--- src/common/tsm_consts.svh ---
// constants of the switching matrix configuration block
// assumes a 25 MHz system clock and 32-bit AXI4-Lite words
`ifndef TSM_CONSTS_SVH
`define TSM_CONSTS_SVH
// register indices; byte address is four times the index
`define TSM_IDX_CFG 8'h0C
`define TSM_IDX_CONN 8'h20
`define TSM_IDX_PRBS 8'h21
`define TSM_IDX_ALARM 8'h22
`define TSM_IDX_ERRS 8'h23
`define TSM_CFG_RST 16'h0000
// config field positions
`define TSM_POS_CORRUPT 5
// connection register fields
`define TSM_CONN_ENTRY_HI 10
`define TSM_CONN_ENTRY_LO 8
// prbs register fields: slot 5:0, line 8:6
`define TSM_PRBS_LINE_LO 6
`define TSM_PRBS_SEED 9'h1FF
// timing
`define TSM_CLK_KHZ 25000
`define TSM_ALARM_MS 30
`define TSM_ALARM_CYC (`TSM_ALARM_MS * `TSM_CLK_KHZ)
`define TSM_RESP_OK 2'h0
`define TSM_RESP_ERR 2'h2
`endif

--- src/common/tsm_pkg.sv ---
// types of the switching matrix configuration block
// assumes tsm_consts.svh for every number
package tsm_pkg;
   typedef struct packed {
      logic half_rate_switch_b;
      logic half_rate_switch_a;
      logic rate_select_hi;
      logic rate_select_lo;
      logic double_rate_mux6;
      logic double_rate_mux4;
      logic double_rate_mux2;
      logic double_rate_mux0;
      logic alarm_detect_enable;
      logic message_mode;
      logic prbs_gen_corrupt;
      logic prbs_check_enable;
      logic prbs_gen_enable;
      logic drive_mode_b;
      logic drive_mode_a;
      logic min_delay_plus;
   } tsm_cfg_s;
   typedef struct packed {
      logic [2:0] line;
      logic [5:0] slot;
   } tsm_prbs_s;
endpackage : tsm_pkg

--- src/tsm_switch_cfg.sv ---
// switching matrix configuration register and the serial logic it steers
// assumes an AXI4-Lite master and link pins foreign to REF_CLK
//
// Summary of operation
// - drive_mode_a set: lines 0-3,6-7 push-pull; cleared: open drain.
// - drive_mode_b makes the same choice for output lines 4 and 5.
// - generator sends prbs in its slot when enabled, else reset and zeros.
// - analyzer runs while enabled, held in reset otherwise.
// - corrupt bit rising inverts exactly one transmitted prbs bit.
// - corrupt bit self-clears once the corrupted bit is sent.
// - message mode outputs connection memory contents on all lines.
// - otherwise each connection entry selects the input line its output copies.
// - alarm detection runs sixteen detectors only while enabled.
// - both B channels all ones for 30 ms declares an alarm.
// - an alarm stores a status entry; ALARM_CH signals only the lowest channel firing.
// - double rate on mux 0 runs line 0 at 4Mb/s, ignores line 1.
// - same for mux 2, ignoring lines 3.
// - same for mux 4, ignoring lines 5; no GCI on muxes 4/5.
// - same for mux 6; HDLC then uses input 8 and the tx pin.
// - rate select 00 gives 2048 kbit/s, 01 gives 1536 kbit/s.
// - half rate switch a takes 64 channels on line 0 at 2048.
// - then input 2 carries mux 0 delayed four bit-times.
// - then output 2 is internal only.
// - half rate switch b does the same for line 1.
// - then lines 3 internal; input 3 is mux 1 delayed four bits.
//
// The register addresses and the AXI4-Lite interface to the registers were left to the implementer.
`timescale 1ns/1ps
`default_nettype none
`include "tsm_consts.svh"
module tsm_switch_cfg
   import tsm_pkg::*;
#(
   parameter int ALARM_CYC = `TSM_ALARM_CYC
) (
   input wire logic REF_CLK,
   input wire logic SYS_RST,
   input wire logic [31:0] S_AXI_AWADDR,
   input wire logic S_AXI_AWVALID,
   output logic S_AXI_AWREADY,
   input wire logic [31:0] S_AXI_WDATA,
   input wire logic [3:0] S_AXI_WSTRB,
   input wire logic S_AXI_WVALID,
   output logic S_AXI_WREADY,
   output logic [1:0] S_AXI_BRESP,
   output logic S_AXI_BVALID,
   input wire logic S_AXI_BREADY,
   input wire logic [31:0] S_AXI_ARADDR,
   input wire logic S_AXI_ARVALID,
   output logic S_AXI_ARREADY,
   output logic [31:0] S_AXI_RDATA,
   output logic [1:0] S_AXI_RRESP,
   output logic S_AXI_RVALID,
   input wire logic S_AXI_RREADY,
   input wire logic MUX_BIT_CLOCK,
   input wire logic FRAME_SYNC,
   input wire logic [7:0] DIN,
   output logic [7:0] DOUT_O,
   output logic [7:0] DOUT_OE,
   output logic ALARM_EVT,
   output logic [3:0] ALARM_CH,
   output logic HDLC_DIRECT
);
   // ------------------------------------------------------------
   // helpers
   // ------------------------------------------------------------
   function automatic logic [8:0] lfsr_step(input logic [8:0] l,
                                            input logic b);
      lfsr_step = {l[7:0], b};
   endfunction : lfsr_step
   function automatic logic [7:0] reg_idx(input logic [31:0] a);
      reg_idx = a[9:2];
   endfunction : reg_idx

   // ------------------------------------------------------------
   // registers
   // ------------------------------------------------------------
   tsm_cfg_s cfg_ff;
   tsm_prbs_s prbs_ff;
   logic [7:0] conn_ff [8];
   logic [15:0] alarm_sts_ff;
   logic [15:0] err_cnt_ff;
   logic [7:0] aw_idx_ff, ar_idx_ff;
   logic aw_got_ff, w_got_ff;
   logic [31:0] wdata_ff;
   logic [3:0] wstrb_ff;
   logic [2:0] clk_sync_ff, fs_sync_ff;
   logic [7:0] din_s1_ff, din_s2_ff;
   logic [8:0] edge_cnt_ff;
   logic [8:0] gen_lfsr_ff, chk_lfsr_ff;
   logic [3:0] dly0_ff, dly1_ff;
   logic [7:0] tx_ff;
   logic [19:0] alarm_tmr_ff [16];
   logic [15:0] alarm_done_ff;

   // ------------------------------------------------------------
   // bus decode
   // ------------------------------------------------------------
   wire wr_go = aw_got_ff && w_got_ff && !S_AXI_BVALID;
   wire wr_cfg = wr_go && aw_idx_ff == `TSM_IDX_CFG;
   wire wr_conn = wr_go && aw_idx_ff == `TSM_IDX_CONN;
   wire wr_prbs = wr_go && aw_idx_ff == `TSM_IDX_PRBS;
   wire wr_alarm = wr_go && aw_idx_ff == `TSM_IDX_ALARM;
   wire wr_ok = wr_cfg || wr_conn || wr_prbs || wr_alarm
      || aw_idx_ff == `TSM_IDX_ERRS;
   wire [15:0] wmask = {{8{wstrb_ff[1]}}, {8{wstrb_ff[0]}}};
   wire [15:0] cfg_w = (wdata_ff[15:0] & wmask)
      | (16'(cfg_ff) & ~wmask);
   wire rd_go = S_AXI_ARVALID && S_AXI_ARREADY;
   wire [7:0] ri = reg_idx(S_AXI_ARADDR);
   wire rd_ok = ri == `TSM_IDX_CFG || ri == `TSM_IDX_CONN
      || ri == `TSM_IDX_PRBS || ri == `TSM_IDX_ALARM
      || ri == `TSM_IDX_ERRS;
   // connection register reads back entry 0 only
   wire [31:0] rd_val = ri == `TSM_IDX_CFG ? {16'h0000, 16'(cfg_ff)} :
      ri == `TSM_IDX_CONN ? {24'h000000, conn_ff[0]} :
      ri == `TSM_IDX_PRBS ? {23'h000000, 9'(prbs_ff)} :
      ri == `TSM_IDX_ALARM ? {16'h0000, alarm_sts_ff} :
      ri == `TSM_IDX_ERRS ? {16'h0000, err_cnt_ff} : 32'h00000000;

   // ------------------------------------------------------------
   // link timing
   // ------------------------------------------------------------
   wire edge_s = clk_sync_ff[1] && !clk_sync_ff[2];
   wire fs_s = fs_sync_ff[1];
   wire [1:0] rate = {cfg_ff.rate_select_hi, cfg_ff.rate_select_lo};
   wire base_rate = rate == 2'b00;
   wire [3:0] dr = {cfg_ff.double_rate_mux6, cfg_ff.double_rate_mux4,
      cfg_ff.double_rate_mux2, cfg_ff.double_rate_mux0};
   // doubling only exists at 2048 kbit/s
   wire [3:0] dbl = dr & {4{base_rate}};
   wire sw0_on = cfg_ff.half_rate_switch_a && base_rate && !dbl[0];
   wire sw1_on = cfg_ff.half_rate_switch_b && base_rate && !dbl[0];
   wire [7:0] fast = {dbl[3], dbl[3], dbl[2], dbl[2],
      dbl[1], dbl[1], dbl[0], dbl[0]};
   // the link clock is the double clock: a slow bit is two edges
   wire [7:0] strobe = {8{edge_s}} & (fast | {8{edge_cnt_ff[0]}});
   wire [8:0] bix_slow = {1'b0, edge_cnt_ff[8:1]};
   wire [8:0] bix_fast = edge_cnt_ff;
   wire [7:0] lost = {dbl[3], 1'b0, dbl[2], 1'b0,
      dbl[1] | sw1_on, sw0_on, dbl[0], 1'b0};
   // inputs 2 and 3 are replaced by delayed copies of 0 and 1
   wire [7:0] din_eff = {din_s2_ff[7:4],
      sw1_on ? dly1_ff[3] : din_s2_ff[3],
      sw0_on ? dly0_ff[3] : din_s2_ff[2],
      din_s2_ff[1:0]};

   // ------------------------------------------------------------
   // prbs generator and analyzer
   // ------------------------------------------------------------
   wire [8:0] pb = fast[prbs_ff.line] ? bix_fast : bix_slow;
   wire prbs_hit = strobe[prbs_ff.line] && pb[8:3] == prbs_ff.slot;
   wire gen_fb = gen_lfsr_ff[8] ^ gen_lfsr_ff[4];
   wire corrupt_now = prbs_hit && cfg_ff.prbs_gen_enable
      && cfg_ff.prbs_gen_corrupt;
   wire gen_bit = cfg_ff.prbs_gen_enable ? gen_fb ^ corrupt_now : 1'b0;
   wire chk_in = din_eff[prbs_ff.line];
   wire chk_bad = chk_in != (chk_lfsr_ff[8] ^ chk_lfsr_ff[4]);
   wire sgc_set = wr_cfg && cfg_w[`TSM_POS_CORRUPT];
   wire nxt_corrupt = sgc_set ? 1'b1 :
      corrupt_now ? 1'b0 : cfg_ff.prbs_gen_corrupt;

   // ------------------------------------------------------------
   // transmit bit per line
   // ------------------------------------------------------------
   logic [7:0] nxt_tx, nxt_o, nxt_oe;
   always_comb begin
      nxt_tx = tx_ff;
      nxt_o = 8'h00;
      nxt_oe = 8'h00;
      for (int i = 0; i < 8; i++) begin
         if (strobe[i]) begin
            if (cfg_ff.message_mode)
               nxt_tx[i] = conn_ff[i][3'(7 - (fast[i] ? bix_fast[2:0]
                  : bix_slow[2:0]))];
            else if (prbs_hit && prbs_ff.line == 3'(i))
               nxt_tx[i] = gen_bit;
            else
               nxt_tx[i] = din_eff[conn_ff[i][2:0]];
         end
         if (i == 4 || i == 5) begin
            nxt_o[i] = cfg_ff.drive_mode_b & tx_ff[i];
            nxt_oe[i] = !lost[i] && (cfg_ff.drive_mode_b || !tx_ff[i]);
         end else begin
            nxt_o[i] = cfg_ff.drive_mode_a & tx_ff[i];
            nxt_oe[i] = !lost[i] && (cfg_ff.drive_mode_a || !tx_ff[i]);
         end
      end
   end

   // ------------------------------------------------------------
   // alarm detectors: GCI lines 4 and 5, B1/B2 are slots 4k, 4k+1
   // ------------------------------------------------------------
   wire alarm_on = cfg_ff.alarm_detect_enable && !dbl[2];
   logic [15:0] b_zero, fire, nxt_sts;
   logic [3:0] fire_ch;
   always_comb begin
      b_zero = 16'h0000;
      fire = 16'h0000;
      fire_ch = 4'h0;
      for (int c = 0; c < 16; c++) begin
         if (strobe[4 + c / 8] && bix_slow[7:5] == 3'(c % 8)
            && !bix_slow[4] && !din_eff[4 + c / 8])
            b_zero[c] = 1'b1;
         fire[c] = alarm_on && !alarm_done_ff[c] && !b_zero[c]
            && alarm_tmr_ff[c] == 20'(ALARM_CYC - 1);
      end
      for (int c = 15; c >= 0; c--)
         if (fire[c])
            fire_ch = 4'(c);
      // new alarms win over a write-one-to-clear
      nxt_sts = (wr_alarm ? alarm_sts_ff & ~wdata_ff[15:0]
         : alarm_sts_ff) | fire;
   end

   // ------------------------------------------------------------
   // bus slave
   // ------------------------------------------------------------
   always_ff @(posedge REF_CLK) begin
      if (SYS_RST) begin
         aw_got_ff <= 1'b0;
         w_got_ff <= 1'b0;
         S_AXI_AWREADY <= 1'b0;
         S_AXI_WREADY <= 1'b0;
         S_AXI_BVALID <= 1'b0;
         S_AXI_BRESP <= `TSM_RESP_OK;
         aw_idx_ff <= 8'h00;
         wdata_ff <= 32'h00000000;
         wstrb_ff <= 4'h0;
      end else begin
         S_AXI_AWREADY <= !aw_got_ff && !S_AXI_AWREADY;
         S_AXI_WREADY <= !w_got_ff && !S_AXI_WREADY;
         if (S_AXI_AWVALID && S_AXI_AWREADY) begin
            aw_got_ff <= 1'b1;
            aw_idx_ff <= reg_idx(S_AXI_AWADDR);
            S_AXI_AWREADY <= 1'b0;
         end
         if (S_AXI_WVALID && S_AXI_WREADY) begin
            w_got_ff <= 1'b1;
            wdata_ff <= S_AXI_WDATA;
            wstrb_ff <= S_AXI_WSTRB;
            S_AXI_WREADY <= 1'b0;
         end
         if (wr_go) begin
            S_AXI_BVALID <= 1'b1;
            S_AXI_BRESP <= wr_ok ? `TSM_RESP_OK : `TSM_RESP_ERR;
         end
         if (S_AXI_BVALID && S_AXI_BREADY) begin
            S_AXI_BVALID <= 1'b0;
            aw_got_ff <= 1'b0;
            w_got_ff <= 1'b0;
         end
      end
   end

   always_ff @(posedge REF_CLK) begin
      if (SYS_RST) begin
         S_AXI_ARREADY <= 1'b0;
         S_AXI_RVALID <= 1'b0;
         S_AXI_RDATA <= 32'h00000000;
         S_AXI_RRESP <= `TSM_RESP_OK;
      end else begin
         S_AXI_ARREADY <= !S_AXI_RVALID && !S_AXI_ARREADY && !rd_go;
         if (rd_go) begin
            S_AXI_ARREADY <= 1'b0;
            S_AXI_RVALID <= 1'b1;
            S_AXI_RDATA <= rd_val;
            S_AXI_RRESP <= rd_ok ? `TSM_RESP_OK : `TSM_RESP_ERR;
         end else if (S_AXI_RVALID && S_AXI_RREADY) begin
            S_AXI_RVALID <= 1'b0;
         end
      end
   end

   // ------------------------------------------------------------
   // configuration state
   // ------------------------------------------------------------
   always_ff @(posedge REF_CLK) begin
      if (SYS_RST) begin
         cfg_ff <= tsm_cfg_s'(`TSM_CFG_RST);
         prbs_ff <= tsm_prbs_s'(9'h000);
         for (int i = 0; i < 8; i++)
            conn_ff[i] <= 8'h00;
         alarm_sts_ff <= 16'h0000;
         HDLC_DIRECT <= 1'b0;
      end else begin
         if (wr_cfg)
            cfg_ff <= tsm_cfg_s'(cfg_w);
         cfg_ff.prbs_gen_corrupt <= nxt_corrupt;
         if (wr_prbs)
            prbs_ff <= tsm_prbs_s'(wdata_ff[8:0]);
         if (wr_conn)
            conn_ff[wdata_ff[`TSM_CONN_ENTRY_HI:`TSM_CONN_ENTRY_LO]]
               <= wdata_ff[7:0];
         alarm_sts_ff <= nxt_sts;
         HDLC_DIRECT <= dbl[3];
      end
   end

   // ------------------------------------------------------------
   // link side
   // ------------------------------------------------------------
   always_ff @(posedge REF_CLK) begin
      if (SYS_RST) begin
         clk_sync_ff <= 3'h0;
         fs_sync_ff <= 3'h0;
         din_s1_ff <= 8'h00;
         din_s2_ff <= 8'h00;
         edge_cnt_ff <= 9'h000;
      end else begin
         clk_sync_ff <= {clk_sync_ff[1:0], MUX_BIT_CLOCK};
         fs_sync_ff <= {fs_sync_ff[1:0], FRAME_SYNC};
         din_s1_ff <= DIN;
         din_s2_ff <= din_s1_ff;
         if (edge_s)
            edge_cnt_ff <= fs_s ? 9'h000 : edge_cnt_ff + 9'h001;
      end
   end

   always_ff @(posedge REF_CLK) begin
      if (SYS_RST) begin
         gen_lfsr_ff <= `TSM_PRBS_SEED;
         chk_lfsr_ff <= `TSM_PRBS_SEED;
         err_cnt_ff <= 16'h0000;
         dly0_ff <= 4'h0;
         dly1_ff <= 4'h0;
         tx_ff <= 8'h00;
         DOUT_O <= 8'h00;
         DOUT_OE <= 8'h00;
      end else begin
         if (!cfg_ff.prbs_gen_enable)
            gen_lfsr_ff <= `TSM_PRBS_SEED;
         else if (prbs_hit)
            gen_lfsr_ff <= lfsr_step(gen_lfsr_ff, gen_fb);
         if (!cfg_ff.prbs_check_enable) begin
            chk_lfsr_ff <= `TSM_PRBS_SEED;
            err_cnt_ff <= 16'h0000;
         end else if (prbs_hit) begin
            chk_lfsr_ff <= lfsr_step(chk_lfsr_ff, chk_in);
            if (chk_bad && err_cnt_ff != 16'hFFFF)
               err_cnt_ff <= err_cnt_ff + 16'h0001;
         end
         if (strobe[0])
            dly0_ff <= {dly0_ff[2:0], din_s2_ff[0]};
         if (strobe[1])
            dly1_ff <= {dly1_ff[2:0], din_s2_ff[1]};
         tx_ff <= nxt_tx;
         DOUT_O <= nxt_o;
         DOUT_OE <= nxt_oe;
      end
   end

   always_ff @(posedge REF_CLK) begin
      if (SYS_RST) begin
         for (int c = 0; c < 16; c++)
            alarm_tmr_ff[c] <= 20'h00000;
         alarm_done_ff <= 16'h0000;
         ALARM_EVT <= 1'b0;
         ALARM_CH <= 4'h0;
      end else begin
         for (int c = 0; c < 16; c++) begin
            if (!alarm_on || b_zero[c]) begin
               alarm_tmr_ff[c] <= 20'h00000;
               alarm_done_ff[c] <= 1'b0;
            end else if (alarm_tmr_ff[c] != 20'(ALARM_CYC - 1)) begin
               alarm_tmr_ff[c] <= alarm_tmr_ff[c] + 20'h00001;
            end else begin
               alarm_done_ff[c] <= 1'b1;
            end
         end
         ALARM_EVT <= |fire;
         ALARM_CH <= fire_ch;
      end
   end

   // ------------------------------------------------------------
   // checks
   // ------------------------------------------------------------
   property p_open_drain_a;
      @(posedge REF_CLK) disable iff (SYS_RST)
      !cfg_ff.drive_mode_a |=> (DOUT_O & 8'hCF) == 8'h00;
   endproperty
   a_open_drain_a: assert property (p_open_drain_a)
      else $error("open drain lines drove high");
   property p_open_drain_b;
      @(posedge REF_CLK) disable iff (SYS_RST)
      !cfg_ff.drive_mode_b && !tx_ff[4] |=> !DOUT_O[4] && DOUT_OE[4];
   endproperty
   a_open_drain_b: assert property (p_open_drain_b)
      else $error("line 4 open drain zero not driven low");
   property p_gen_reset;
      @(posedge REF_CLK) disable iff (SYS_RST)
      !cfg_ff.prbs_gen_enable |=> gen_lfsr_ff == `TSM_PRBS_SEED;
   endproperty
   a_gen_reset: assert property (p_gen_reset)
      else $error("generator not held in reset");
   property p_chk_reset;
      @(posedge REF_CLK) disable iff (SYS_RST)
      !cfg_ff.prbs_check_enable |=> err_cnt_ff == 16'h0000;
   endproperty
   a_chk_reset: assert property (p_chk_reset)
      else $error("analyzer counted while disabled");
   property p_corrupt_once;
      @(posedge REF_CLK) disable iff (SYS_RST)
      corrupt_now && !sgc_set |=> !cfg_ff.prbs_gen_corrupt;
   endproperty
   a_corrupt_once: assert property (p_corrupt_once)
      else $error("corrupt bit did not self clear");
   property p_alarm_gate;
      @(posedge REF_CLK) disable iff (SYS_RST)
      ALARM_EVT |-> $past(alarm_on) && alarm_sts_ff[ALARM_CH];
   endproperty
   a_alarm_gate: assert property (p_alarm_gate)
      else $error("alarm without detection enabled");
   property p_alarm_time;
      @(posedge REF_CLK) disable iff (SYS_RST)
      |fire |-> alarm_tmr_ff[fire_ch] == 20'(ALARM_CYC - 1);
   endproperty
   a_alarm_time: assert property (p_alarm_time)
      else $error("alarm before full interval");
   property p_double_lost;
      @(posedge REF_CLK) disable iff (SYS_RST)
      dbl[0] |=> !DOUT_OE[1];
   endproperty
   a_double_lost: assert property (p_double_lost)
      else $error("ignored line 1 still driven");
   property p_half_rate;
      @(posedge REF_CLK) disable iff (SYS_RST)
      sw0_on |=> !DOUT_OE[2];
   endproperty
   a_half_rate: assert property (p_half_rate)
      else $error("line 2 driven in half rate mode");
endmodule : tsm_switch_cfg
`default_nettype wire

--- config.mk ---
export PLATFORM = sky130hd
export DESIGN_NAME = tsm_switch_cfg
export DESIGN_NICKNAME = d
export VERILOG_FILES = /design/src/common/tsm_pkg.sv /design/src/tsm_switch_cfg.sv
export VERILOG_INCLUDE_DIRS = /design/src /design/src/common
export SDC_FILE = /design/constraint.sdc
export NUM_CORES = 1
export LEC_CHECK = 0
export CORE_MARGIN = 5
export CORE_UTILIZATION = 32
export DETAILED_ROUTE_END_ITERATION = 10
export DONT_BUFFER_PORTS = 1
export PLACE_DENSITY_LB_ADDON = 0.15
export SYNTH_ARGS = -nofsm -noshare
export SYNTH_HDL_FRONTEND = slang
export SYNTH_SLANG_ARGS = --single-unit
--- constraint.sdc ---
create_clock -name REF_CLK -period 3.6 [get_ports REF_CLK]
set_clock_uncertainty 0.2 [all_clocks]
set_input_delay 0.72 -clock REF_CLK [delete_from_list [all_inputs] [get_ports REF_CLK]]
set_output_delay 0.72 -clock REF_CLK [all_outputs]
set_load 0.01 [all_outputs]
Word level (Yosys, flattened, before mapping)
Memory sizes are Yosys's and may differ from the RTL's.
Cells that the tools add are included.
Word-level totals
  flip-flop bits (word level): 228
  bits in latches: 0
  bits in writable memories: 384
  bits in read-only memories: 0
  input bits: 117
  output and inout bits: 63
  memories kept: 2
Memories
  alarm_tmr_ff: depth 16, width 20, rd ports 16, clocked after Yosys merged registers in 0, wr ports 16, RTL line tsm_switch_cfg.sv:93  | logic [19:0] alarm_tmr_ff [16];
  conn_ff: depth 8, width 8, rd ports 8, clocked after Yosys merged registers in 0, wr ports 8, RTL line tsm_switch_cfg.sv:80  | logic [7:0] conn_ff [8];
Cells by class
  add/subtract/negate cells: 22
  multiply operators: 0
  divide/modulo/power cells: 0
  magnitude comparators: 13
  equal/unequal tests: 59
  shift operators: 0
  mux-type cells: 258
  bitwise logic cells: 56
  reduce and logical (&&, ||, !) cells: 259
Operator list (count)
  $mux W20: 32
  $add A20 B1 Y20 const B: 16
  $eq A20 B20 Y1 const B: 16
  $ne A20 B20 Y1 const B: 16
  $mux W1: 177
  $logic_and A1 B1 Y1: 135
  $mux W16: 6
  $eq A8 B6 Y1 const B: 8
  $logic_not A1 Y1: 58
  $bmux W1 S3: 19
  $lt A3 B4 Y1 const B: 13
  $and A16 B16 Y16: 3
  $reduce_or A2 Y1: 23
  $or A1 B1 Y1: 33
  $logic_or A1 B1 Y1: 32
  $mux W4: 8
  $not A16 Y16: 2
  $or A16 B16 Y16: 2
  $mux W3: 9
  $eq A3 B3 Y1 const B: 8
  $mux W9: 2
  $add A16 B1 Y16 const B: 1
  $eq A8 B4 Y1 const B: 2
  $ne A16 B16 Y1 const B: 1
  other kinds (23): 45

Depth between registers and ports, before layout
Gate-level depths: netlist of run 1.
  depth in word-level cells: 26
  depth in mapped cells: 11
  gate-level depth less buffers: 9

Worst setup path before layout of run 1
No wires, ideal clock.
  path kind: register to register
  from: reg prbs_ff[7] in the netlist's numbering
  to: reg tx_ff[0]
  data arrival time: 2788 ps
  required time: 3264 ps
  setup slack: 476 ps
  stages on the path, launching flop included: 11
  path buffers: 3
  period minus slack after synthesis: 3124 ps
  cell sequence: dfxtp_1 -> buf_6 -> mux4_2 -> and3_1 -> or3_1 -> a221o_1 -> or2_1 -> clkbuf_1 -> buf_2 -> nor4_1 -> o32ai_1
On the way
  longest elaborated chain between the ends: 11
  elaborated cells on any way between the ends: 15
  those cells by class: eq/ne (1); mux (8); bitwise (1); reduce/logical (5)
Ends and longest elaborated chain
  start, declared: RTL line tsm_switch_cfg.sv:79  | tsm_prbs_s prbs_ff;
  start signal, assigned: RTL line tsm_switch_cfg.sv:281  | prbs_ff <= tsm_prbs_s'(9'h000);
  start signal, assigned: RTL line tsm_switch_cfg.sv:291  | prbs_ff <= tsm_prbs_s'(wdata_ff[8:0]);
  $bmux W1 S3: RTL line tsm_switch_cfg.sv:151  | wire [8:0] pb = fast[prbs_ff.line] ? bix_fast : bix_slow;
  $mux W1 (not written as such): RTL line tsm_switch_cfg.sv:151
  $mux W9: RTL line tsm_switch_cfg.sv:151
  $eq A6 B6 Y1: RTL line tsm_switch_cfg.sv:152  | wire prbs_hit = strobe[prbs_ff.line] && pb[8:3] == prbs_ff.slot;
  $logic_and A1 B1 Y1: RTL line tsm_switch_cfg.sv:152
  $logic_and A1 B1 Y1: RTL line tsm_switch_cfg.sv:154  | wire corrupt_now = prbs_hit && cfg_ff.prbs_gen_enable
  $logic_and A1 B1 Y1: RTL line tsm_switch_cfg.sv:155  | && cfg_ff.prbs_gen_corrupt;
  $xor A1 B1 Y1: RTL line tsm_switch_cfg.sv:156  | wire gen_bit = cfg_ff.prbs_gen_enable ? gen_fb ^ corrupt_now : 1'b0;
  $mux W1: RTL line tsm_switch_cfg.sv:156
  $mux W1 *: RTL line tsm_switch_cfg.sv:176  | else if (prbs_hit && prbs_ff.line == 3'(i))
  $mux W1 *: RTL line tsm_switch_cfg.sv:173  | if (cfg_ff.message_mode)
  end signal, assigned: RTL line tsm_switch_cfg.sv:347  | tx_ff <= nxt_tx;
  end, declared: RTL line tsm_switch_cfg.sv:92  | logic [7:0] tx_ff;
Every way passes the cells marked *; elsewhere a longest branch is shown, timed or not. The select of a mux whose other input is x is not followed.
A chain may end at the register's enable or synchronous reset.

==> flow_summary.yaml, run 1 <==
run_status:
  status: "complete, no violations"
min_path:
  min_to: "aw_idx_ff[7]"
  hp-start: "S_AXI_AWADDR[9]"
  holdPathStages: 2
  hold_path.class: "in2reg"
place:
  place_ws_ps: 239.5
  place_hpwl_um: 50320
  portBuffers: 0
  gp_congestion: 0.8123
  placedCellCount: 4048
detailed_routing:
  wl_per_cell_um: 17.46
  ant_nets: 0
  routed_wl_um: 73090
  vias: 21060
  drt_iter0_markers: 1324
  first_pass_iters: 6
  vias_per_cell: 5.029
  drc: 0
sta:
  post-route-min-period_ps: 3359
  maxSlewViolCount: 0
  clock.fmax_mhz: 297.7
  worst_pin_slew_ps: 933.5
  rsz0062_at_grt: "false"
  hold_viol: 0
  fin_ws_ps: 240.9
  slew_headroom_pct: 37.64
  tns_ps: 0
  setup_viol: 0
  fin_crit_sh_pct: 93.31
setup_path:
  crit_path_start_kind: "flip-flop"
  critPathMaxFanout: 5
  crit_top_cell: "or4b_2"
  arrival_ps: 3670
  cp_top_family: "simple AND/OR/NAND/NOR gates"
  end_kind: "flip-flop"
  critPathMaxStageDelay_ps: 710
  cp_slowest_cell: "or4b_2"
  crit_type: "reg2reg"
  r2r_cells: 8
  worstReg2RegEnd: "ALARM_CH[0]"
  worst-path-buf-inv: 1
  r2r_slack_ps: 240
  path_cells: "or4b_2 -> nor3_1 -> buf_4 -> or4b_2 -> a21boi_0 -> o21ai_0 -> a221o_1 -> a211oi_1"
  r2r-start: "alarm_tmr_ff[1][106]"
  required_ps: 3910
pwr:
  ir_worst_vdd_mv: 0.2608
  cellPowerDensity_nw_per_um2: 458.9
  p_leak_nw: 11.85
floorplanning:
  die_area_sq_um: 98170
  die_height_um: 313.3
  rows: 111
  initial_core_util_pct: 32.17
  fp.coreArea_sq_um: 91520
  io-pin-count: 180
  die-width_um: 313.3
run:
  drv_cap: 0
global_routing:
  grt_pass1_wl_um: 115200
  grt_usage_pct: 14.45
  grt_pass1_vias: 20790
  grt_max_degree: 161
  gr-total-overflow: 0
  grt_antenna_before_repair: 1
logic_synthesis:
  synth_compound_area_share_pct: 6.366
  synth_edf_count: 384
  muxShareOfSynthArea_pct: 5.555
  synth_xor_area_share_pct: 8.122
  yosys.area_share.adder_pct: 0.7650
  synthFlopType: "edfxtp_1"
  synth_warnings: 0
  synth_top_family_by_area: "simple AND/OR/NAND/NOR gates"
  ys_ff_latch: 594
  syn_area_sq_um: 29440
  yosys.cell_types.count: 70
  ys_async_sr_fraction_pct: 0
  synth-seq-area-share_pct: 53.45
  synthSimpleGateAreaFrac_pct: 23.04
  netlist_instances: 2897
  synth.avg_cell_area_sq_um: 10.16
finish:
  final_layout_size_suffix_gt1_share_pct: 9.097
  area_growth_pct: 14.34
  diodes: 0
  layout.cells.non_filler: 4187
  fin_nets: 3075
clock_tree:
  htreeDepth: 3
  clock_latency_ps: 620
  numCtsBuffers: 74
  clockBufferDepth: 3
  cts_tree: "built"
  cts_root_buffer: "clkbuf_16"
  clk_pin_slew_ps: 60
  cts_sinks: 594
[cells by family after synthesis]
kind of cell	count (synthesis)
muxes	124
xor gates and xnor gates	273
and+or+nand+nor	1393
DFF	594
buffers and inverters	190
adders and majority gates	18
other	1
AOI/OAI and AO/OA	304
[what timing repair did]
item                                   CTS  global route
hold buffers                             1             1
setup endpoints to repair                0             3
endpoints found under the hold margin    2             1
gates resized for setup                  0             1
setup buffers                            0             0
[power breakdown]
group / internal, W / switching (W) / leakage, nW
clock: 0.00490 / 0.00298 / 1.26
combinational: 0.0000929 / 0.000118 / 4.27
sequential: 0.00725 / 0.000103 / 6.32
total: 0.0123 / 0.00320 / 11.9
[per-stage QoR]
| stage | hold WS (ps) | utilization, % | cell area, sq um | power, W |
|---|---|---|---|---|
| global route | 20.61 | 36.78 | 33660 | 0.01601 |
| finish | 48.42 | 36.78 | 33660 | 0.01545 |
| CTS | 6.077 | 36.77 | 33650 | 0.01570 |
| global placement | 236.6 | 33.92 | 31040 | 0.007702 |
| floorplan | 213.8 | - | 29500 | 0.007653 |
| detailed placement | 229.8 | 33.92 | 31040 | 0.007709 |
[synthesized netlist by cell type (all sizes together), types with 8 or more instances]
master	n	area share, %
or4	11	0.28
dfxtp	210	14
and4	14	0.42
mux2	15	0.57
o21ai	70	1.2
a21oi	119	2.0
mux4	30	2.3
inv	54	0.69
nor2b	37	0.79
xor2	174	5.2
mux2i	79	2.7
edfxtp	384	39
buf	30	0.65
clkbuf	105	1.3
nand3	138	2.3
a211oi	22	0.60
nand2b	26	0.55
nand4	63	1.3
and2	81	1.7
a22o	8	0.24
nor3	32	0.54
nor4bb	8	0.27
nand4b	11	0.33
xnor2	99	2.9
and3	63	1.3
or4b	10	0.34
nor4b	12	0.38
o211ai	16	0.41
o21a	18	0.46
or3	51	1.1
ha	18	0.76
or2	15	0.32
nor2	469	6.0
nand2	308	3.9
nor4	25	0.53
[area by class of cell]
cell class / instances / area, sq um
Fill cell: 9068 / 57860
Inverter: 55 / 206.4
Tap cell: 1186 / 1484
Multi-Input combinational cell: 2130 / 13000
Timing Repair Buffer: 85 / 643.1
Clock buffer: 103 / 2110
Sequential cell: 594 / 15740
Clock inverter: 34 / 490.5
[cells in the final DEF, fill, tap and decap left out, types with 30 or more instances in the layout]
cell         n
nor2b_1     37
dfxtp_1    210
and3_1      63
o21ai_0     65
edfxtp_1   384
nand4_1     63
mux2i_1     79
clkbuf_16   78
nor3_1      31
xnor2_1     99
or3_1       51
mux4_2      30
inv_1       54
xor2_1     174
nand2_1    308
buf_4       83
nand3_1    138
nor2_1     469
and2_1      81
a21oi_1    119
[routing by layer]
layer	vias up	share of wire (%)	global-route usage [%]
li1	10350	-	-
met1	10170	46	19.34
met2	414	46	23.46
met3	128	5.3	2.848
met4	0	3.0	5.147
met5	-	0	0
[how the worst max path moves through the flow]
| stage | startpoint | end | cells after the start |
|---|---|---|---|
| finish | alarm_tmr_ff[1][106] | ALARM_CH[0] | 8 |
| global route | prbs_ff[7] | tx_ff[5] | 9 |
| CTS | alarm_tmr_ff[1][106] | ALARM_CH[0] | 8 |
| detailed placement | alarm_tmr_ff[1][106] | ALARM_CH[0] | 8 |
| global placement | prbs_ff[7] | tx_ff[5] | 8 |
| floorplan | prbs_ff[7] | tx_ff[0] | 10 |
[state kept, by name, summed over array words and instances (netlist names), 2 cells and up, named ones only]
name,cells
ALARM_CH,4
gen_lfsr_ff,9
aw_idx_ff,8
wstrb_ff,2
din_s2_ff,8
err_cnt_ff,16
chk_lfsr_ff,9
alarm_tmr_ff,320
prbs_ff,9
bix_fast,9
alarm_sts_ff,16
clk_sync_ff,3
dly0_ff,4
DOUT_O,8
din_s1_ff,8
dly1_ff,4
tx_ff,8
DOUT_OE,8
conn_ff,64
fs_sync_ff,2
alarm_done_ff,16
S_AXI_RDATA,16
wdata_ff,16
[worst reg2reg max path, cell delays in order, from the launching register on]
cell and delay, ps:
edfxtp_1 440, or4b_2 680, nor3_1 250, buf_4 180, or4b_2 710, a21boi_0 200
o21ai_0 90, a221o_1 330, a211oi_1 190
No activity file was read; power rests on OpenSTA's default activity.
==> run 2: changes to the inputs <==
REMOVE_ABC_BUFFERS = 1   (was unset)
clock period = 2.9 ns   (was 3.6 ns; I/O delays follow)
==> run 2 against run 1 <==
First-iteration DRC count is 8.2% higher. Critical endpoint is now tx_ff[5]. Power is 19% higher. Count of clock-buffer cells in the layout is 2 higher. Worst hold slack better by 52 ps. Clock power is 12% higher. Utilization is 2.8 points higher. Largest cell class unchanged. The run now ends with negative setup slack left. Maximum frequency is 6.4% higher. Wire length is 4.0% higher. Combinational power is 81% higher. Global-route usage is 0.63 points higher. Largest power group is now registers. Setup slack worse by 500 ps. Die area stayed put.
==> flow_summary.yaml, run 2 (synthesized netlist as in run 1, its figures left out) <==
pwr:
  ir_worst_vdd_mv: 0.3836
  netSwitchingPower_w: 0.003913
  cellPowerDensity_nw_per_um2: 507.6
  netSwitchingFraction_pct: 21.30
  p_leak_nw: 13.37
  internal_power_w: 0.01445
  clock_power_share_pct: 48.3
  pwr-share-seq_pct: 49.7
  pwr-share-comb_pct: 2.1
detailed_routing:
  ant_nets: 0
  drt_iter0_markers: 1432
  vias_per_cell: 5.005
  routed_wl_um: 76020
  drc: 0
  vias: 22150
  wl_per_cell_um: 17.18
  first_pass_iters: 6
floorplanning:
  initial_core_util_pct: 32.17
  io-pin-count: 180
  die_area_sq_um: 98170
  rows: 111
  die-width_um: 313.3
  fp.coreArea_sq_um: 91520
  die_height_um: 313.3
setup_path:
  r2r-start: "prbs_ff[7]"
  cp_top_family: "simple AND/OR/NAND/NOR gates"
  worst-path-buf-inv: 0
  critPathMaxStageDelay_ps: 510
  crit_type: "reg2reg"
  crit_path_start_kind: "flip-flop"
  critPathMaxFanout: 5
  end_kind: "flip-flop"
  cp_slowest_cell: "mux4_2"
  required_ps: 3230
  arrival_ps: 3490
  worstSetupStartpoint: "prbs_ff[7]"
  path_cells: "mux4_2 -> and3_4 -> or3_1 -> a221o_1 -> or2_4 -> or3_4 -> o21a_1 -> nor4_2"
clock_tree:
  cts_root_buffer: "clkbuf_16"
  numCtsBuffers: 71
  clockBufferDepth: 3
  clock_latency_ps: 630
  cts_tree: "built"
  cts_sinks: 594
  clk_pin_slew_ps: 60
  htreeDepth: 3
sta:
  hold_viol: 0
  maxSlewViolCount: 0
  clock.fmax_mhz: 316.7
  hold_slack_ps: 100.4
  slew_headroom_pct: 42.27
  tns_ps: -2775
  post-route-min-period_ps: 3158
  setup_viol: 21
  fin_ws_ps: -257.7
  fin_crit_sh_pct: 108.9
  rsz0062_at_grt: "true"
  worst_pin_slew_ps: 864.7
finish:
  diodes: 0
  fillers: 8956
  regMostFlops: "alarm_tmr_ff"
  final_cell_area_sq_um: 36180
  fin_nets: 3316
  layout.cells.non_filler: 4425
  final_common_cell: "nor2_1"
  top_regs: "alarm_tmr_ff: 320 flops, conn_ff: 64 flops"
  final_layout_size_suffix_gt1_share_pct: 13.95
  seq_area_sq_um: 15740
  area_growth_pct: 22.89
  largest_register_ffs: 320
  final_cell_mix: "nor2_1 (465), edfxtp_1 (384), nand2_1 (305), dfxtp_1 (206), buf_4 (179)"
  multi_input_area_sq_um: 13330
place:
  place_hpwl_um: 52520
  portBuffers: 0
  gp_congestion: 0.8305
  place_ws_ps: -480.1
  place_area_sq_um: 32200
  placedCellCount: 4167
run:
  drv_cap: 0
global_routing:
  grt_antenna_before_repair: 6
  grt_pass1_wl_um: 120100
  grt_usage_pct: 15.08
  gr-total-overflow: 0
  grt_pass1_vias: 21880
  grt_max_degree: 131
run_status:
  status: "complete, but fails checks"
  violations: "negative setup slack"
min_path:
  hold_path.class: "in2reg"
  hp-start: "SYS_RST"
-- run 2: metrics by stage --
stage	total power, W	util (%)
floorplan	0.009437	-
global placement	0.009577	35.18
detailed placement	0.009583	35.18
CTS	0.01867	39.27
global route	0.01905	39.53
finish	0.01837	39.53
-- run 2: final timing paths --
kind                                          to  slack, ps  cells after the start
worst min register to register  alarm_done_ff[6]        250                      2
worst max register to register          tx_ff[5]       -260                      8
worst max-delay path                    tx_ff[5]       -260                      8
worst min-delay path                   cfg_ff[5]        100                      2
-- run 2: metal layers --
| layer | routed length (um) | track usage [%] |
|---|---|---|
| met1 | 35310 | 20.58 |
| met2 | 34620 | 24.30 |
| met3 | 3714 | 2.696 |
| met4 | 2367 | 5.178 |
| met5 | 13 | 0 |
-- run 2: final cells by class --
| cell class | count | area share, % |
|---|---|---|
| flip-flops and latches | 594 | 43.51 |
| multi-input cells | 2130 | 36.83 |
| repair buffers | 329 | 8.528 |
| clock buffers | 105 | 5.830 |
| well taps | 1186 | 4.101 |
| clock inverters | 26 | 0.6259 |
| inverters | 55 | 0.5706 |
-- run 2: what timing repair did --
item                       4_1_cts  5_1_grt
buffers inserted                 8        3
pin swaps                       24       18
resized for setup               45       55
setup endpoints to repair      128      383
hold buffers                   116        0
hold endpoints to repair       160        0
-- run 2: power groups by stage --
| stage | Combinational (W) | Clock (W) | Sequential, W |
|---|---|---|---|
| floorplan | 0.000187 | 0 | 0.00925 |
| global placement | 0.000277 | 0 | 0.00930 |
| detailed placement | 0.000281 | 0 | 0.00930 |
| CTS | 0.000375 | 0.00918 | 0.00912 |
| global route | 0.000413 | 0.00951 | 0.00913 |
| finish | 0.000382 | 0.00886 | 0.00912 |
==> run 3: changes to the inputs <==
CTS_BUF_LIST = sky130_fd_sc_hd__clkbuf_4   (was unset)
==> run 3 against run 2 <==
The run still ends with negative setup slack left. Utilization up 0.79 points. Setup slack worse by 10 ps. Sequential share of layout area down 0.83 points. Worst hold slack better by 92 ps. Global-route usage up 0.50 points. Power down 4.8%. Final cell count up 6.2%. Sequential cell count unchanged. Count of clock-buffer cells in the layout up 146. Non-clock buffer count up 88. Largest power group unchanged.
==> flow_summary.yaml, run 3 (synthesized netlist as in run 1, its figures left out) <==
run_status:
  status: "complete, but fails checks"
  violations: "negative setup slack"
min_path:
  hp-start: "SYS_RST"
  holdPathStages: 3
  min_to: "gen_lfsr_ff[3]"
  hold_path.class: "in2reg"
clock_tree:
  cts_sinks: 594
  clk_pin_slew_ps: 70
  numCtsBuffers: 169
  clock_latency_ps: 1020
  cts_root_buffer: "clkbuf_4"
  clockBufferDepth: 3
  htreeDepth: 4
  cts_tree: "built"
floorplanning:
  fp.coreArea_sq_um: 91520
  rows: 111
  die-width_um: 313.3
  io-pin-count: 180
  initial_core_util_pct: 32.17
  die_area_sq_um: 98170
  die_height_um: 313.3
sta:
  maxSlewViolCount: 0
  setup_viol: 16
  rsz0062_at_grt: "true"
  post-route-min-period_ps: 3168
  slew_headroom_pct: 28.18
  tns_ps: -3575
  clock.fmax_mhz: 315.6
  hold_viol: 0
  fin_ws_ps: -268.1
  fin_crit_sh_pct: 109.2
  worst_pin_slew_ps: 1074
detailed_routing:
  drt_iter0_markers: 1334
  ant_nets: 0
  vias_per_cell: 4.928
  wl_per_cell_um: 16.77
  vias: 23160
  drc: 0
  routed_wl_um: 78810
  first_pass_iters: 5
place:
  portBuffers: 0
  placedCellCount: 4167
  place_ws_ps: -480.1
  place_hpwl_um: 52520
  gp_congestion: 0.8305
setup_path:
  r2r_cells: 11
  critPathMaxFanout: 5
  crit_path_start_kind: "flip-flop"
  required_ps: 3660
  worstReg2RegEnd: "err_cnt_ff[6]"
  end_kind: "flip-flop"
  arrival_ps: 3930
  r2r-start: "prbs_ff[7]"
  crit_type: "reg2reg"
  worstSetupStartpoint: "prbs_ff[7]"
  r2r_slack_ps: -270
global_routing:
  grt_usage_pct: 15.58
  grt_max_degree: 161
  grt_pass1_vias: 23130
  grt_antenna_before_repair: 8
  gr-total-overflow: 0
  grt_pass1_wl_um: 123900
finish:
  layout.cells.non_filler: 4699
  top_regs: "alarm_tmr_ff: 320 flops, conn_ff: 64 flops"
  regMostFlops: "alarm_tmr_ff"
  final_common_cell: "nor2_1"
  area_growth_pct: 25.35
  fin_nets: 3502
  final_layout_size_suffix_gt1_share_pct: 17.77
  final_cell_mix: "nor2_1 (467), edfxtp_1 (384), nand2_1 (303), clkbuf_4 (251), dfxtp_1 (202)"
  largest_register_ffs: 320
  fillers: 8968
pwr:
  ir_worst_vdd_mv: 0.3192
  p_leak_nw: 14.01
  cellPowerDensity_nw_per_um2: 473.7
run:
  drv_cap: 0
## run 3: cell types whose count changed in the layout (fill, tap and decap cells not counted), sizes merged
cell	change
clkbuf	+146
dlygate4sd3	+83
clkinv	+25
clkinvlp	+7
diode	+7
buf	+5
inv	+2
bufinv	-1
## run 3: worst max path at each step
stage / end / slack, ps
floorplan: tx_ff[5] / -1020
global placement: err_cnt_ff[7] / -380
detailed placement: ALARM_CH[0] / -480
CTS: tx_ff[5] / -260
global route: err_cnt_ff[11] / -380
finish: err_cnt_ff[6] / -270
## run 3: area by class of cell
class / instances / area (sq um) / area share, %
tap: 1186 / 1484 / 4.021
timing repair buffer: 417 / 3948 / 10.70
inverter: 55 / 206.4 / 0.5594
clock buffer: 251 / 1884 / 5.106
antenna: 7 / 17.52 / 0.04747
sequential: 594 / 15750 / 42.68
clock inverter: 59 / 316.6 / 0.8578
multi-input combinational: 2130 / 13300 / 36.03
## run 3: what timing repair did
action / 4_1_cts / 5_1_grt
resized for setup: 30 / 62
endpoints found under the hold margin: 298 / 121
hold buffers: 200 / 3
buffers inserted: 6 / 9
setup endpoints to repair: 138 / 279
gates cloned: 0 / 1
pin swaps: 12 / 27
## run 3: metal layers
layer	track usage [%]	part of all wire, %	vias to the layer above
met1	20.66	46	11160
met5	0	0.033	-
met2	25.21	46	523
li1	-	-	11340
met4	5.320	2.3	4
met3	3.646	5.7	135
## run 3: worst max-delay path: stages, from the launching register on
cell and delay [ps]:
dfxtp_2 340, mux4_2 520, and3_4 170, or3_1 300, a221o_1 360, buf_6 130
a211oi_4 210, buf_4 170, nand3_4 70, buf_2 180, or3_1 310, a21oi_1 140
## run 3: per-stage QoR
stage / area (sq um) / hold WS [ps] / util, % / power (W)
3_3_place_gp: 32200 / 235.0 / 35.18 / 0.009577
2_1_floorplan: 28920 / 213.8 / - / 0.009437
3_5_place_dp: 32200 / 236.4 / 35.18 / 0.009583
4_1_cts: 36570 / -712.9 / 39.96 / 0.01779
6_report: 36900 / 192.4 / 40.32 / 0.01748
5_1_grt: 36900 / 68.35 / 40.32 / 0.01837
## run 3: power by group
group          total [W]  internal (W)  switching [W]
registers        0.00912       0.00900       0.000118
logic           0.000478      0.000266       0.000212
clock network    0.00789       0.00409        0.00380
total             0.0175        0.0134        0.00413
